### src/hw/pe_pkg.sv
// pe_pkg: offsets, field positions, reset values and timing counts for
// the performance enhancement extension register set.
// assumes a 250 MHz core clock and byte-wide register access.
`default_nettype none

package pe_pkg;

	// byte offsets inside the 512-byte register set
	localparam logic [8:0] PE_OFS_REVISION = 9'h000;
	localparam logic [8:0] PE_OFS_EVT_SUPPORT = 9'h001;
	localparam logic [8:0] PE_OFS_MAINT_SUPPORT = 9'h002;
	localparam logic [8:0] PE_OFS_URGENCY = 9'h003;
	localparam logic [8:0] PE_OFS_CACHE_SUPPORT = 9'h004;
	localparam logic [8:0] PE_OFS_QUEUE_DEPTH = 9'h006;
	localparam logic [8:0] PE_OFS_TASK_ERR_LO = 9'h008;
	localparam logic [8:0] PE_OFS_TASK_ERR_HI = 9'h00F;
	localparam logic [8:0] PE_OFS_EVT_ENABLE = 9'h101;
	localparam logic [8:0] PE_OFS_MAINT_ENABLE = 9'h102;
	localparam logic [8:0] PE_OFS_MAINT_TRIGGER = 9'h103;
	localparam logic [8:0] PE_OFS_CACHE_ENABLE = 9'h104;
	localparam logic [8:0] PE_OFS_FLUSH_TRIGGER = 9'h105;
	localparam logic [8:0] PE_OFS_QUEUE_CONTROL = 9'h106;

	// the top address bit splits support bytes from control bytes
	localparam int PE_CTRL_BIT = 8;

	// field positions
	localparam int PE_BIT_CARD_MAINT = 0;
	localparam int PE_BIT_HOST_MAINT = 1;
	localparam int PE_BIT_QUEUE_EN = 0;
	localparam int PE_BIT_QUEUE_SEQ = 1;
	localparam int PE_BIT_TRIGGER = 0;
	localparam int PE_BIT_ENABLE = 0;

	// fixed values
	localparam logic [7:0] PE_REVISION_1 = 8'h00;
	localparam logic [7:0] PE_ZERO_BYTE = 8'h00;
	localparam logic [7:0] PE_DEPTH_MAX = 8'h1F;
	localparam logic [1:0] PE_TASK_OK = 2'h0;
	localparam logic [1:0] PE_TASK_ERROR = 2'h1;
	localparam int PE_TASKS = 32;

	// break-off bound for host maintenance and cache flush
	localparam longint PE_BOUND_NS = 1000000000;
	localparam longint PE_CLK_PERIOD_NS = 4;
	// longest time: round down to whole cycles
	localparam int unsigned PE_BOUND_CYCLES =
		int'(PE_BOUND_NS / PE_CLK_PERIOD_NS);

	// trigger tracking states
	typedef enum logic [1:0] {
		PE_TRG_IDLE = 2'b00,
		PE_TRG_BUSY = 2'b01,
		PE_TRG_DONE = 2'b10
	} pe_trg_e;

endpackage

`default_nettype wire

### src/hw/pe_regs.sv
// pe_regs: performance enhancement extension register set, the card's
// side. byte reads and writes arrive from the extension register command
// decoder; feature enables and start pulses go to the card's engines.
// assumes all inputs are on the core clock; support values are steady.
`default_nettype none

module pe_regs
	import pe_pkg::*;
#(
	parameter int unsigned BOUND_CYCLES = PE_BOUND_CYCLES
)
(
	input wire logic clock,
	input wire logic rst,
	// byte access from the extension register command decoder
	input wire logic acc_wr,
	input wire logic acc_rd,
	input wire logic [8:0] acc_addr,
	input wire logic [7:0] acc_wdata,
	output logic [7:0] acc_rdata_q,
	output logic acc_rvalid_q,
	// capabilities of the card
	input wire logic evt_supported,
	input wire logic card_maint_supported,
	input wire logic host_maint_supported,
	input wire logic cache_supported,
	input wire logic [1:0] maint_urgency,
	input wire logic [7:0] queue_depth_code,
	// task error reporting from the queue logic
	input wire logic [31:0] task_err_set,
	input wire logic [31:0] task_err_clr,
	// engine feedback and power-off notice
	input wire logic maint_broken,
	input wire logic flush_finished,
	input wire logic poweroff_notified,
	// controls to the engines
	output logic card_event_report_en_q,
	output logic card_maint_en_q,
	output logic host_maint_en_q,
	output logic cache_en_q,
	output logic command_queue_en_q,
	output logic command_queue_seq_q,
	output logic maint_start_q,
	output logic maint_stop_q,
	output logic flush_start_q,
	output logic flush_stop_q
);

	// control state
	logic evt_en_d;
	logic cmaint_en_d;
	logic hmaint_en_d;
	logic cache_en_d;
	logic cq_en_d;
	logic cq_seq_d;
	logic maint_trg_q;
	logic maint_trg_d;
	logic flush_trg_q;
	logic flush_trg_d;
	logic off_q;
	logic [31:0] maint_cnt_q;
	logic [31:0] flush_cnt_q;
	pe_trg_e maint_st_q;
	pe_trg_e flush_st_q;
	logic maint_eng_q;
	logic flush_eng_q;

	// read pipeline
	logic rd1_q;
	logic [8:0] addr1_q;
	logic [7:0] task_byte;
	logic [7:0] rd_byte;

	// write decode
	logic wr_ok;
	logic wr_evt;
	logic wr_menable;
	logic wr_mtrig;
	logic wr_cache;
	logic wr_flush;
	logic wr_queue;
	logic maint_set;
	logic flush_set;
	logic maint_timeout;
	logic flush_timeout;
	logic maint_clear;
	logic flush_clear;

	// support half is read-only, writes after power-off are dropped
	assign wr_ok = acc_wr && acc_addr[PE_CTRL_BIT] && !off_q;
	assign wr_evt = wr_ok && (acc_addr == PE_OFS_EVT_ENABLE);
	assign wr_menable = wr_ok && (acc_addr == PE_OFS_MAINT_ENABLE);
	assign wr_mtrig = wr_ok && (acc_addr == PE_OFS_MAINT_TRIGGER);
	assign wr_cache = wr_ok && (acc_addr == PE_OFS_CACHE_ENABLE);
	assign wr_flush = wr_ok && (acc_addr == PE_OFS_FLUSH_TRIGGER);
	assign wr_queue = wr_ok && (acc_addr == PE_OFS_QUEUE_CONTROL);

	assign evt_en_d = wr_evt ? acc_wdata[PE_BIT_ENABLE]
		: card_event_report_en_q;
	// maintenance enables, reserved bits never stored
	assign cmaint_en_d = wr_menable ? acc_wdata[PE_BIT_CARD_MAINT]
		: card_maint_en_q;
	assign hmaint_en_d = wr_menable ? acc_wdata[PE_BIT_HOST_MAINT]
		: host_maint_en_q;
	assign cache_en_d = wr_cache ? acc_wdata[PE_BIT_ENABLE] : cache_en_q;
	assign cq_en_d = wr_queue ? acc_wdata[PE_BIT_QUEUE_EN]
		: command_queue_en_q;
	assign cq_seq_d = wr_queue ? acc_wdata[PE_BIT_QUEUE_SEQ]
		: command_queue_seq_q;

	// a host write of 1 starts; a host write of 0 does not stop anything
	assign maint_set = wr_mtrig && acc_wdata[PE_BIT_TRIGGER];
	assign flush_set = wr_flush && acc_wdata[PE_BIT_TRIGGER];

	// force the break if the engine has not reported in time
	assign maint_timeout = maint_trg_q && (maint_cnt_q >= BOUND_CYCLES - 1);
	assign flush_timeout = flush_trg_q && (flush_cnt_q >= BOUND_CYCLES - 1);

	// card clears the bit when maintenance breaks off
	assign maint_clear = maint_broken || maint_timeout;
	// card clears the bit when the flush is finished
	assign flush_clear = flush_finished || flush_timeout;

	// a new start in the clearing cycle wins; the bit stays set and no start or stop pulse goes out
	assign maint_trg_d = maint_set ? 1'b1
		: (maint_clear ? 1'b0 : maint_trg_q);
	assign flush_trg_d = flush_set ? 1'b1
		: (flush_clear ? 1'b0 : flush_trg_q);

	// power-off notice is sticky until reset
	always_ff @(posedge clock) begin
		if (rst)
			off_q <= 1'b0;
		else if (poweroff_notified)
			off_q <= 1'b1;
	end

	// enables all drop when the notice is seen and stay off until reset
	always_ff @(posedge clock) begin
		if (rst || poweroff_notified || off_q) begin
			card_event_report_en_q <= 1'b0;
			card_maint_en_q <= 1'b0;
			host_maint_en_q <= 1'b0;
			cache_en_q <= 1'b0;
			command_queue_en_q <= 1'b0;
			command_queue_seq_q <= 1'b0;
		end else begin
			card_event_report_en_q <= evt_en_d;
			card_maint_en_q <= cmaint_en_d;
			host_maint_en_q <= hmaint_en_d;
			cache_en_q <= cache_en_d;
			command_queue_en_q <= cq_en_d;
			command_queue_seq_q <= cq_seq_d;
		end
	end

	// trigger bits; power-off cancels anything running
	always_ff @(posedge clock) begin
		if (rst || poweroff_notified || off_q) begin
			maint_trg_q <= 1'b0;
			flush_trg_q <= 1'b0;
		end else begin
			maint_trg_q <= maint_trg_d;
			flush_trg_q <= flush_trg_d;
		end
	end

	// cycles since the maintenance bit went up
	always_ff @(posedge clock) begin
		if (rst || !maint_trg_q || maint_set)
			maint_cnt_q <= 32'h0;
		else
			maint_cnt_q <= maint_cnt_q + 32'h1;
	end

	// cycles since the flush bit went up
	always_ff @(posedge clock) begin
		if (rst || !flush_trg_q || flush_set)
			flush_cnt_q <= 32'h0;
		else
			flush_cnt_q <= flush_cnt_q + 32'h1;
	end

	// engine reports one cycle late: the handshake sees the bit drop one
	// edge after the report pulse, when that pulse has already gone
	always_ff @(posedge clock) begin
		if (rst) begin
			maint_eng_q <= 1'b0;
			flush_eng_q <= 1'b0;
		end else begin
			maint_eng_q <= maint_broken;
			flush_eng_q <= flush_finished;
		end
	end

	// maintenance engine handshake: one start pulse each time the bit rises,
	// one stop pulse when the bound runs out or power goes away
	always_ff @(posedge clock) begin
		if (rst) begin
			maint_st_q <= PE_TRG_IDLE;
			maint_start_q <= 1'b0;
			maint_stop_q <= 1'b0;
		end else begin
			maint_start_q <= 1'b0;
			maint_stop_q <= 1'b0;
			case (maint_st_q)
				PE_TRG_IDLE: begin
					if (maint_trg_q) begin
						maint_start_q <= 1'b1;
						maint_st_q <= PE_TRG_BUSY;
					end
				end
				PE_TRG_BUSY: begin
					if (!maint_trg_q) begin
						// engine already reported; only tell it on a forced end
						maint_stop_q <= !maint_eng_q;
						maint_st_q <= PE_TRG_DONE;
					end
				end
				PE_TRG_DONE: begin
					maint_st_q <= PE_TRG_IDLE;
				end
				default: begin
					maint_st_q <= PE_TRG_IDLE;
				end
			endcase
		end
	end

	// flush engine handshake, same shape as maintenance
	always_ff @(posedge clock) begin
		if (rst) begin
			flush_st_q <= PE_TRG_IDLE;
			flush_start_q <= 1'b0;
			flush_stop_q <= 1'b0;
		end else begin
			flush_start_q <= 1'b0;
			flush_stop_q <= 1'b0;
			case (flush_st_q)
				PE_TRG_IDLE: begin
					if (flush_trg_q) begin
						flush_start_q <= 1'b1;
						flush_st_q <= PE_TRG_BUSY;
					end
				end
				PE_TRG_BUSY: begin
					if (!flush_trg_q) begin
						flush_stop_q <= !flush_eng_q;
						flush_st_q <= PE_TRG_DONE;
					end
				end
				PE_TRG_DONE: begin
					flush_st_q <= PE_TRG_IDLE;
				end
				default: begin
					flush_st_q <= PE_TRG_IDLE;
				end
			endcase
		end
	end

	// task error store, read one byte at a time
	pe_task_err u_task_err (
		.clock(clock),
		.rst(rst),
		.err_set(task_err_set),
		.err_clr(task_err_clr),
		.rd_idx(acc_addr[2:0]),
		.rd_byte_q(task_byte)
	);

	// first read stage lines up with the store's registered output
	always_ff @(posedge clock) begin
		if (rst) begin
			rd1_q <= 1'b0;
			addr1_q <= 9'h000;
		end else begin
			rd1_q <= acc_rd;
			addr1_q <= acc_addr;
		end
	end

	// read map, support half then control half
	assign rd_byte =
		(addr1_q == PE_OFS_REVISION) ? PE_REVISION_1 :
		(addr1_q == PE_OFS_EVT_SUPPORT) ? {7'h00, evt_supported} :
		(addr1_q == PE_OFS_MAINT_SUPPORT) ?
			{6'h00, host_maint_supported, card_maint_supported} :
		(addr1_q == PE_OFS_CACHE_SUPPORT) ? {7'h00, cache_supported} :
		(addr1_q == PE_OFS_URGENCY) ? {6'h00, maint_urgency} :
		// reserved depth codes are never shown
		(addr1_q == PE_OFS_QUEUE_DEPTH) ?
			((queue_depth_code > PE_DEPTH_MAX) ? PE_ZERO_BYTE
				: queue_depth_code) :
		// store only ever holds 00 or 01
		((addr1_q >= PE_OFS_TASK_ERR_LO) &&
			(addr1_q <= PE_OFS_TASK_ERR_HI)) ? task_byte :
		(addr1_q == PE_OFS_EVT_ENABLE) ?
			{7'h00, card_event_report_en_q} :
		(addr1_q == PE_OFS_MAINT_ENABLE) ?
			{6'h00, host_maint_en_q, card_maint_en_q} :
		// host polls this bit for the break
		(addr1_q == PE_OFS_MAINT_TRIGGER) ? {7'h00, maint_trg_q} :
		(addr1_q == PE_OFS_CACHE_ENABLE) ? {7'h00, cache_en_q} :
		// host polls this bit for flush end
		(addr1_q == PE_OFS_FLUSH_TRIGGER) ? {7'h00, flush_trg_q} :
		(addr1_q == PE_OFS_QUEUE_CONTROL) ?
			{6'h00, command_queue_seq_q, command_queue_en_q} :
		PE_ZERO_BYTE;

	// read answer two edges after the strobe; data held until next read
	always_ff @(posedge clock) begin
		if (rst) begin
			acc_rdata_q <= PE_ZERO_BYTE;
			acc_rvalid_q <= 1'b0;
		end else begin
			acc_rvalid_q <= rd1_q;
			if (rd1_q)
				acc_rdata_q <= rd_byte;
		end
	end

endmodule

`default_nettype wire

### src/hw/pe_task_err.sv
// pe_task_err: per-task 2-bit error status for 32 queued task ids,
// with a registered byte read port (four tasks per byte).
// assumes set and clear pulses come from queue logic on the same clock.
`default_nettype none

module pe_task_err
	import pe_pkg::*;
(
	input wire logic clock,
	input wire logic rst,
	input wire logic [31:0] err_set,
	input wire logic [31:0] err_clr,
	input wire logic [2:0] rd_idx,
	output logic [7:0] rd_byte_q
);

	logic [1:0] status_q [PE_TASKS];
	logic [63:0] flat;

	// one status field per task; an error arriving with its clear wins
	for (genvar t = 0; t < PE_TASKS; t++) begin : g_task
		always_ff @(posedge clock) begin
			if (rst)
				status_q[t] <= PE_TASK_OK;
			else if (err_set[t])
				status_q[t] <= PE_TASK_ERROR;
			else if (err_clr[t])
				status_q[t] <= PE_TASK_OK;
		end
		assign flat[2*t +: 2] = status_q[t];
	end

	// task 0 sits in the low bits of the first byte
	always_ff @(posedge clock) begin
		if (rst)
			rd_byte_q <= PE_ZERO_BYTE;
		else
			rd_byte_q <= flat[{rd_idx, 3'b000} +: 8];
	end

endmodule

`default_nettype wire

### config.mk
export PLATFORM = sky130hd
export DESIGN_NAME = pe_regs
export DESIGN_NICKNAME = d
export VERILOG_FILES = /design/src/hw/pe_pkg.sv /design/src/hw/pe_regs.sv /design/src/hw/pe_task_err.sv
export SDC_FILE = /design/constraint.sdc
export NUM_CORES = 1
export LEC_CHECK = 0
export ABC_AREA = 1
export BUFFER_PORTS_ARGS = -buffer_cell sky130_fd_sc_hd__buf_2
export CORE_MARGIN = 4
export CORE_UTILIZATION = 58
export CTS_BUF_LIST = sky130_fd_sc_hd__clkbuf_8
export CTS_CLUSTER_SIZE = 40
export DETAILED_ROUTE_END_ITERATION = 16
export MAX_ROUTING_LAYER = met4
export PLACE_DENSITY = 0.82
export RECOVER_POWER = 25
export SKIP_CTS_REPAIR_TIMING = 1
export SLEW_MARGIN = 10
export SYNTH_ARGS = -nofsm -noshare
export SYNTH_HDL_FRONTEND = slang
export SYNTH_SLANG_ARGS = --single-unit
### constraint.sdc
create_clock -name clock -period 2.2 [get_ports clock]
set_clock_uncertainty 0.05 [all_clocks]
set_input_delay 0.11 -clock clock [delete_from_list [all_inputs] [get_ports clock]]
set_output_delay 0.11 -clock clock [all_outputs]
set_load 0.005 [all_outputs]
=== Yosys cells after proc, flatten, opt, wreduce, memory -nomap -nowiden ===
Memories as Yosys holds them, arrays and structs flattened.
Index checks and enable logic that the tools add are counted.

* Output and inout port bits: 19
* Bits in registers: 110
* Memories kept: 1
* Memory bits (writable): 32

* Reductions and logical operators: 37
* Bitwise operators: 68
* Equal/unequal tests: 23
* $add $sub $neg: 2
* Mux-type cells: 316
* Shifts and indexed selects: 1
* Magnitude comparators: 5

{| class="wikitable"
|+ Memories
! name !! depth !! bits a word !! rd ports !! clocked after memory_dff !! wr ports !! line !! text
|-
| u_task_err.status_q || 32 || 1 || 32 || 0 || 32 || pe_task_err.sv:17 || <nowiki>logic [1:0] status_q [PE_TASKS];</nowiki>
|}

{| class="wikitable"
|+ Operators by type and width
! cell !! count
|-
| two-way mux 1 bit || 296
|-
| == test 9 bit, second input constant || 12
|-
| adder 32 x 1 -> 32 bit, second input constant || 2
|-
| >= comparator 32 x 28 -> 1 bit, second input constant || 2
|-
| two-way mux 8 bit || 8
|-
| bitwise OR 1 bit || 64
|-
| variable part select 64 x 7 -> 8 bit || 1
|-
| two-way mux 2 bit || 10
|-
| == test 9 x 2 -> 1 bit, second input constant || 2
|-
| == test 9 x 3 -> 1 bit, second input constant || 2
|-
| logical AND 1 bit || 13
|-
| == test 9 x 1 -> 1 bit, second input constant || 1
|-
| >= comparator 9 x 4 -> 1 bit, second input constant || 1
|-
| less-or-equal comparator 9 x 4 -> 1 bit, second input constant || 1
|-
| zero test 9 bit || 1
|-
| > comparator 8 x 5 -> 1 bit, second input constant || 1
|-
| logical OR 1 bit || 8
|-
| != test 2 bit, second input constant || 4
|-
| case mux 2 bit (2 select lines) || 2
|-
| OR reduction 3 bit || 2
|-
| zero test 1 bit || 5
|-
| == test 2 x 1 -> 1 bit, second input constant || 2
|-
| zero test 2 bit || 2
|-
| inverter 1 bit || 4
|-
| 3 further kinds || 6
|}

=== Logic depth before layout (Yosys ltp) ===
* Depth in word-level cells: 14
* Depth in mapped cells: 14
* Depth with buffers taken out: 14

=== Hierarchy ===
From an unflattened synthesis, not the netlist that was laid out.

* Cell total of the unflattened synthesis: 958
* Area total of the unflattened synthesis: 6,971.7 sq um

{| class="wikitable"
|+ By module, submodules not included
! module !! seq. area each (sq um) !! cells an instance !! area an instance (sq um) !! instances
|-
| pe_regs || 2,042.0 || 705 || 4,922.2 || 1
|-
| pe_task_err || 1,041.0 || 253 || 2,049.5 || 1
|}

=== Least setup slack after synthesis ===
No wires, ideal clock.

* Kind: reg-to-reg
* Start point: register maint_cnt_q[0]
* End point: register maint_cnt_q[28]
* Library setup time: 124 ps
* Stages on the path, launching flop included: 11
* Path slack: 483 ps
* Data required time: 2,026 ps
* Period minus slack after synthesis: 1,717 ps
* Path buffers: 0
* Arrival time: 1,543 ps
* Cells stage by stage: dfxtp_1 -> ha_1 -> nand3_2 -> nor2_4 -> nand2_1 -> nor2_2 -> inv_2 -> nor2_2 -> nand3_2 -> nor4_1 -> nor3_2

* Cells in the longest elaborated chain, start to end: 1

{| class="wikitable"
|+ Ends and longest elaborated chain
! what !! line !! text
|-
| start, declared || pe_regs.sv:61 || <nowiki>logic [31:0] maint_cnt_q;</nowiki>
|-
| start signal, assigned || pe_regs.sv:173 || <nowiki>maint_cnt_q <= maint_cnt_q + 32'h1;</nowiki>
|-
| adder 32 x 1 -> 32 bit || pe_regs.sv:173 ||
|}

No other way between the ends.
A chain may end at the register's enable or synchronous reset.

=== Final worst setup path ===
* Start point: register maint_cnt_q[0]
* End point: register maint_cnt_q[26]

Same word-level chain as after synthesis.

==> metrics.md <==
| Metric | Value |
|---|---|
| CP endpoint kind | flop |
| Synthesized instance count | between 900 and 1000 |
| Sink Count | 138 |
| DR iter-0 viols | between 1000 and 1500 |
| Pre-CTS WS | about 0.22 ns |
| Async SR Flop Fraction | 0% |
| CTS root buf | clkbuf_8 |
| CTS tree | done |
| Worst skew pair latency | ~0.48 ns |
| Yosys synthesis warning count | 0 |
| Ports | 121 |
| Largest net degree at the start of global routing | 51 |
| Post-synth top area share | between 30% and 40% |
| Final min period | 2.18 ns |
| Outcome | complete, but fails checks |
| Synth Area in XOR/XNOR | roughly 1.5% |
| Slew @ Worst Pin | between 1 and 1.5 ns |
| P_leak | ~0.0036 µW |
| Bufs and invs on worst path | 0 |
| Cell area after synthesis | 6870 µm² |
| FMAX | between 400 and 500 MHz |
| Starting Density | about three fifths |
| Worst IR Drop VDD | 0.420 mV |
| Gr ovfl total | 0 |
| DR WL/cell | roughly 18 µm |
| Hold Crit Class | primary input to flop |
| Mux share of post-synthesis cell area | 0% |
| Crit-path cells | ha_1 -> nand3_2 -> nor2_4 -> nand2_1 -> nor2_2 -> and3_1 -> nand4_1 -> nand2_1 -> nor3b_1 |
| Post-route ant nets | 0 |
| Share of layout cells above drive strength 1 | between 10% and 20% |
| Num CTS Buffers | 17 |
| Largest delay contributor family on the critical path | simple AND/OR/NAND/NOR gates |
| CTS max path bufs | 2 |
| Crit start category | flop |
| Syn Nets | roughly 1000 |
| Simple-gate share of the synthesized area | 36.7% |
| Cell area power density | 631 nW/µm² |
| Die Y | 117 µm |
| Yosys cell types | 48 |
| Nets | 1238 |
| Hpwl dp | roughly 11000 µm |
| Initial antenna violation count | 2 |
| #FFs+latches synth | ~140 |
| Commonest non-fill, non-tap cell in the layout | nand2_1 |
| Die width | about 120 µm |
| IO Port Bufs | 114 |
| Most frequent cells in the layout | 144 x nand2_1, 140 x nor2_1, 128 x inv_1 |
| First-pass GRT wire length | around 25000 µm |
| Gr usage total | 24.2% |
| Fin. max-slew vios | 0 |
| Compound-Gate Fraction of Synth Area | 7.76% |
| Max-Cap Viols | 0 |
| Number of global-route vias before repair | 5806 |
| Final hold slack | -0.0212 ns |
| Final period util | between 90 and 100% |
| Via-per-instance ratio | ~5.7 |
| Violated checks | negative hold slack |
| Most Frequent Cell on Critical Path | nand2_1 |
| Cells after DPL | around 1100 |
| Largest family of logic cells by synthesized area | simple AND/OR/NAND/NOR gates |
| Remaining DRCs | 0 |
| Layout area overhead | 33.8% |
| Seq/Total Area, Yosys | between 40% and 50% |
| Critical Path RT | about 2.5 ns |
| Number of synthesized flops with an enable pin | 32 |
| Crit path max fanout | 5 |
| Slew margin rel. | between 30% and 40% |
| Post-Synth Adder-Cell Area | 0.364% |
| Cell Count, Final, Fillers Out | about 1300 |
| Fin worst setup slack | 0.0204 ns |
| Setup violators final | 0 |
| First-pass DRT Iterations | 6 |
| Fin. Hold Viols | 2 |
| Total Wirelength | 22800 µm |
| CP max stage delay | slightly below 0.4 ns |
| Crit Path Category | flop to flop |
| Syn Area/Cell | around 7.6 µm² |
| Worst-path clk slew | 0.08 ns |
| Top_reg_cell synth | dfxtp_1 |
| Synth area leader | dfxtp_1 |
| # rows | 39 |
| Crit path DAT | between 2 and 3 ns |
| CTS H-tree lvls | 4 |
| Slowest CP cell | dfxtp_1 |
| Core region area | roughly 12000 µm² |
| Area contributors post-synth | dfxtp_1 31%, edfxtp_1 14%, nand2_1 7.9%, nor2_1 7.6%, inv_1 6.9% |
| GPL Wtd Cong | 0.895 |
| Vias post-DR | roughly 7400 |
| Die area | approximately 14000 µm² |
-- flip-flops by register name (all words and copies together), names as in the netlist, 2 cells and up --
name	cells
flush_cnt_q	32
maint_cnt_q	32
u_task_err.status_q	32
addr1_q	9
acc_rdata_q	8
u_task_err.rd_byte_q	4
flush_st_q	2
maint_st_q	2
-- logic make-up (layout without fill, tap and decap cells) --
group,count (synthesis),after routing
compound gates,93,93
flops,138,138
other cells,0,3
fa+ha+maj,2,2
xor+xnor,12,12
simple gates,500,500
buf+inv,157,402
-- worst paths after layout --
| path | slack [ns] | endpoint | startpoint | cells after the start |
|---|---|---|---|---|
| worst max-delay path | 0.02 | maint_cnt_q[26] | maint_cnt_q[0] | 9 |
| worst min-delay path | -0.02 | acc_rdata_q[4] | queue_depth_code[4] | 4 |
| worst max register to register | 0.02 | maint_cnt_q[26] | maint_cnt_q[0] | 9 |
| worst min register to register | 0.34 | maint_stop_q | maint_eng_q | 1 |
-- synth_stat cells, drive strengths merged, types with 13 or more instances --
library cell and count:
a21oi 42, dfxtp 106, nand4 15, nand3 59, nor2 151, o21ai 28, nor4 13, or2 16
nor3b 14, inv 137, edfxtp 32, nand3b 32, nand2 148, nor3 48
-- metal layers --
metal  global-route usage [%]  vias up  part of all wire [%]
met5                        -        -                     0
met4                     9.10        0                   7.7
met3                     5.35      157                   7.3
met2                     39.4      458                    49
met1                     29.5     3320                    36
li1                         -     3430                     -
-- per-stage QoR --
stage / cell area (µm²) / util (%) / TNS, ns / total power, µW / hold WS [ns]
after detailed placement: 7610 / 66.1 / 0 / 3040 / 0.266
after floorplan: 6870 / - / 0 / 2900 / 0.167
final: 9200 / 79.8 / 0 / 5800 / -0.0212
after global placement: 7610 / 66.1 / 0 / 3030 / 0.263
after CTS: 8100 / 70.4 / 0 / 5540 / -0.217
after global routing: 9190 / 79.8 / -0.0464 / 5920 / 0.00251
-- worst reg2reg max path, stage by stage, from the launching register on --
cell     delay (ns)
dfxtp_1        0.39
ha_1           0.23
nand3_2        0.13
nor2_4         0.17
nand2_1        0.12
nor2_2         0.18
and3_1         0.25
nand4_1        0.17
nand2_1        0.14
nor3b_1        0.26
-- power by group --
part	switching, µW	internal, µW
Combinational	240	251
Sequential	44.6	2670
Clock	1050	1550
Total	1330	4470
-- cell type report --
class / count / area [µm²]
antenna: 3 / 7.51
clock buffer: 20 / 275
clock inverter: 12 / 219
fill: 700 / 2320
inverter: 138 / 518
multi-input combinational: 607 / 3190
sequential: 138 / 3080
tap: 143 / 179
timing repair buffer: 232 / 1720
No activity file was read; power rests on OpenSTA's default activity.
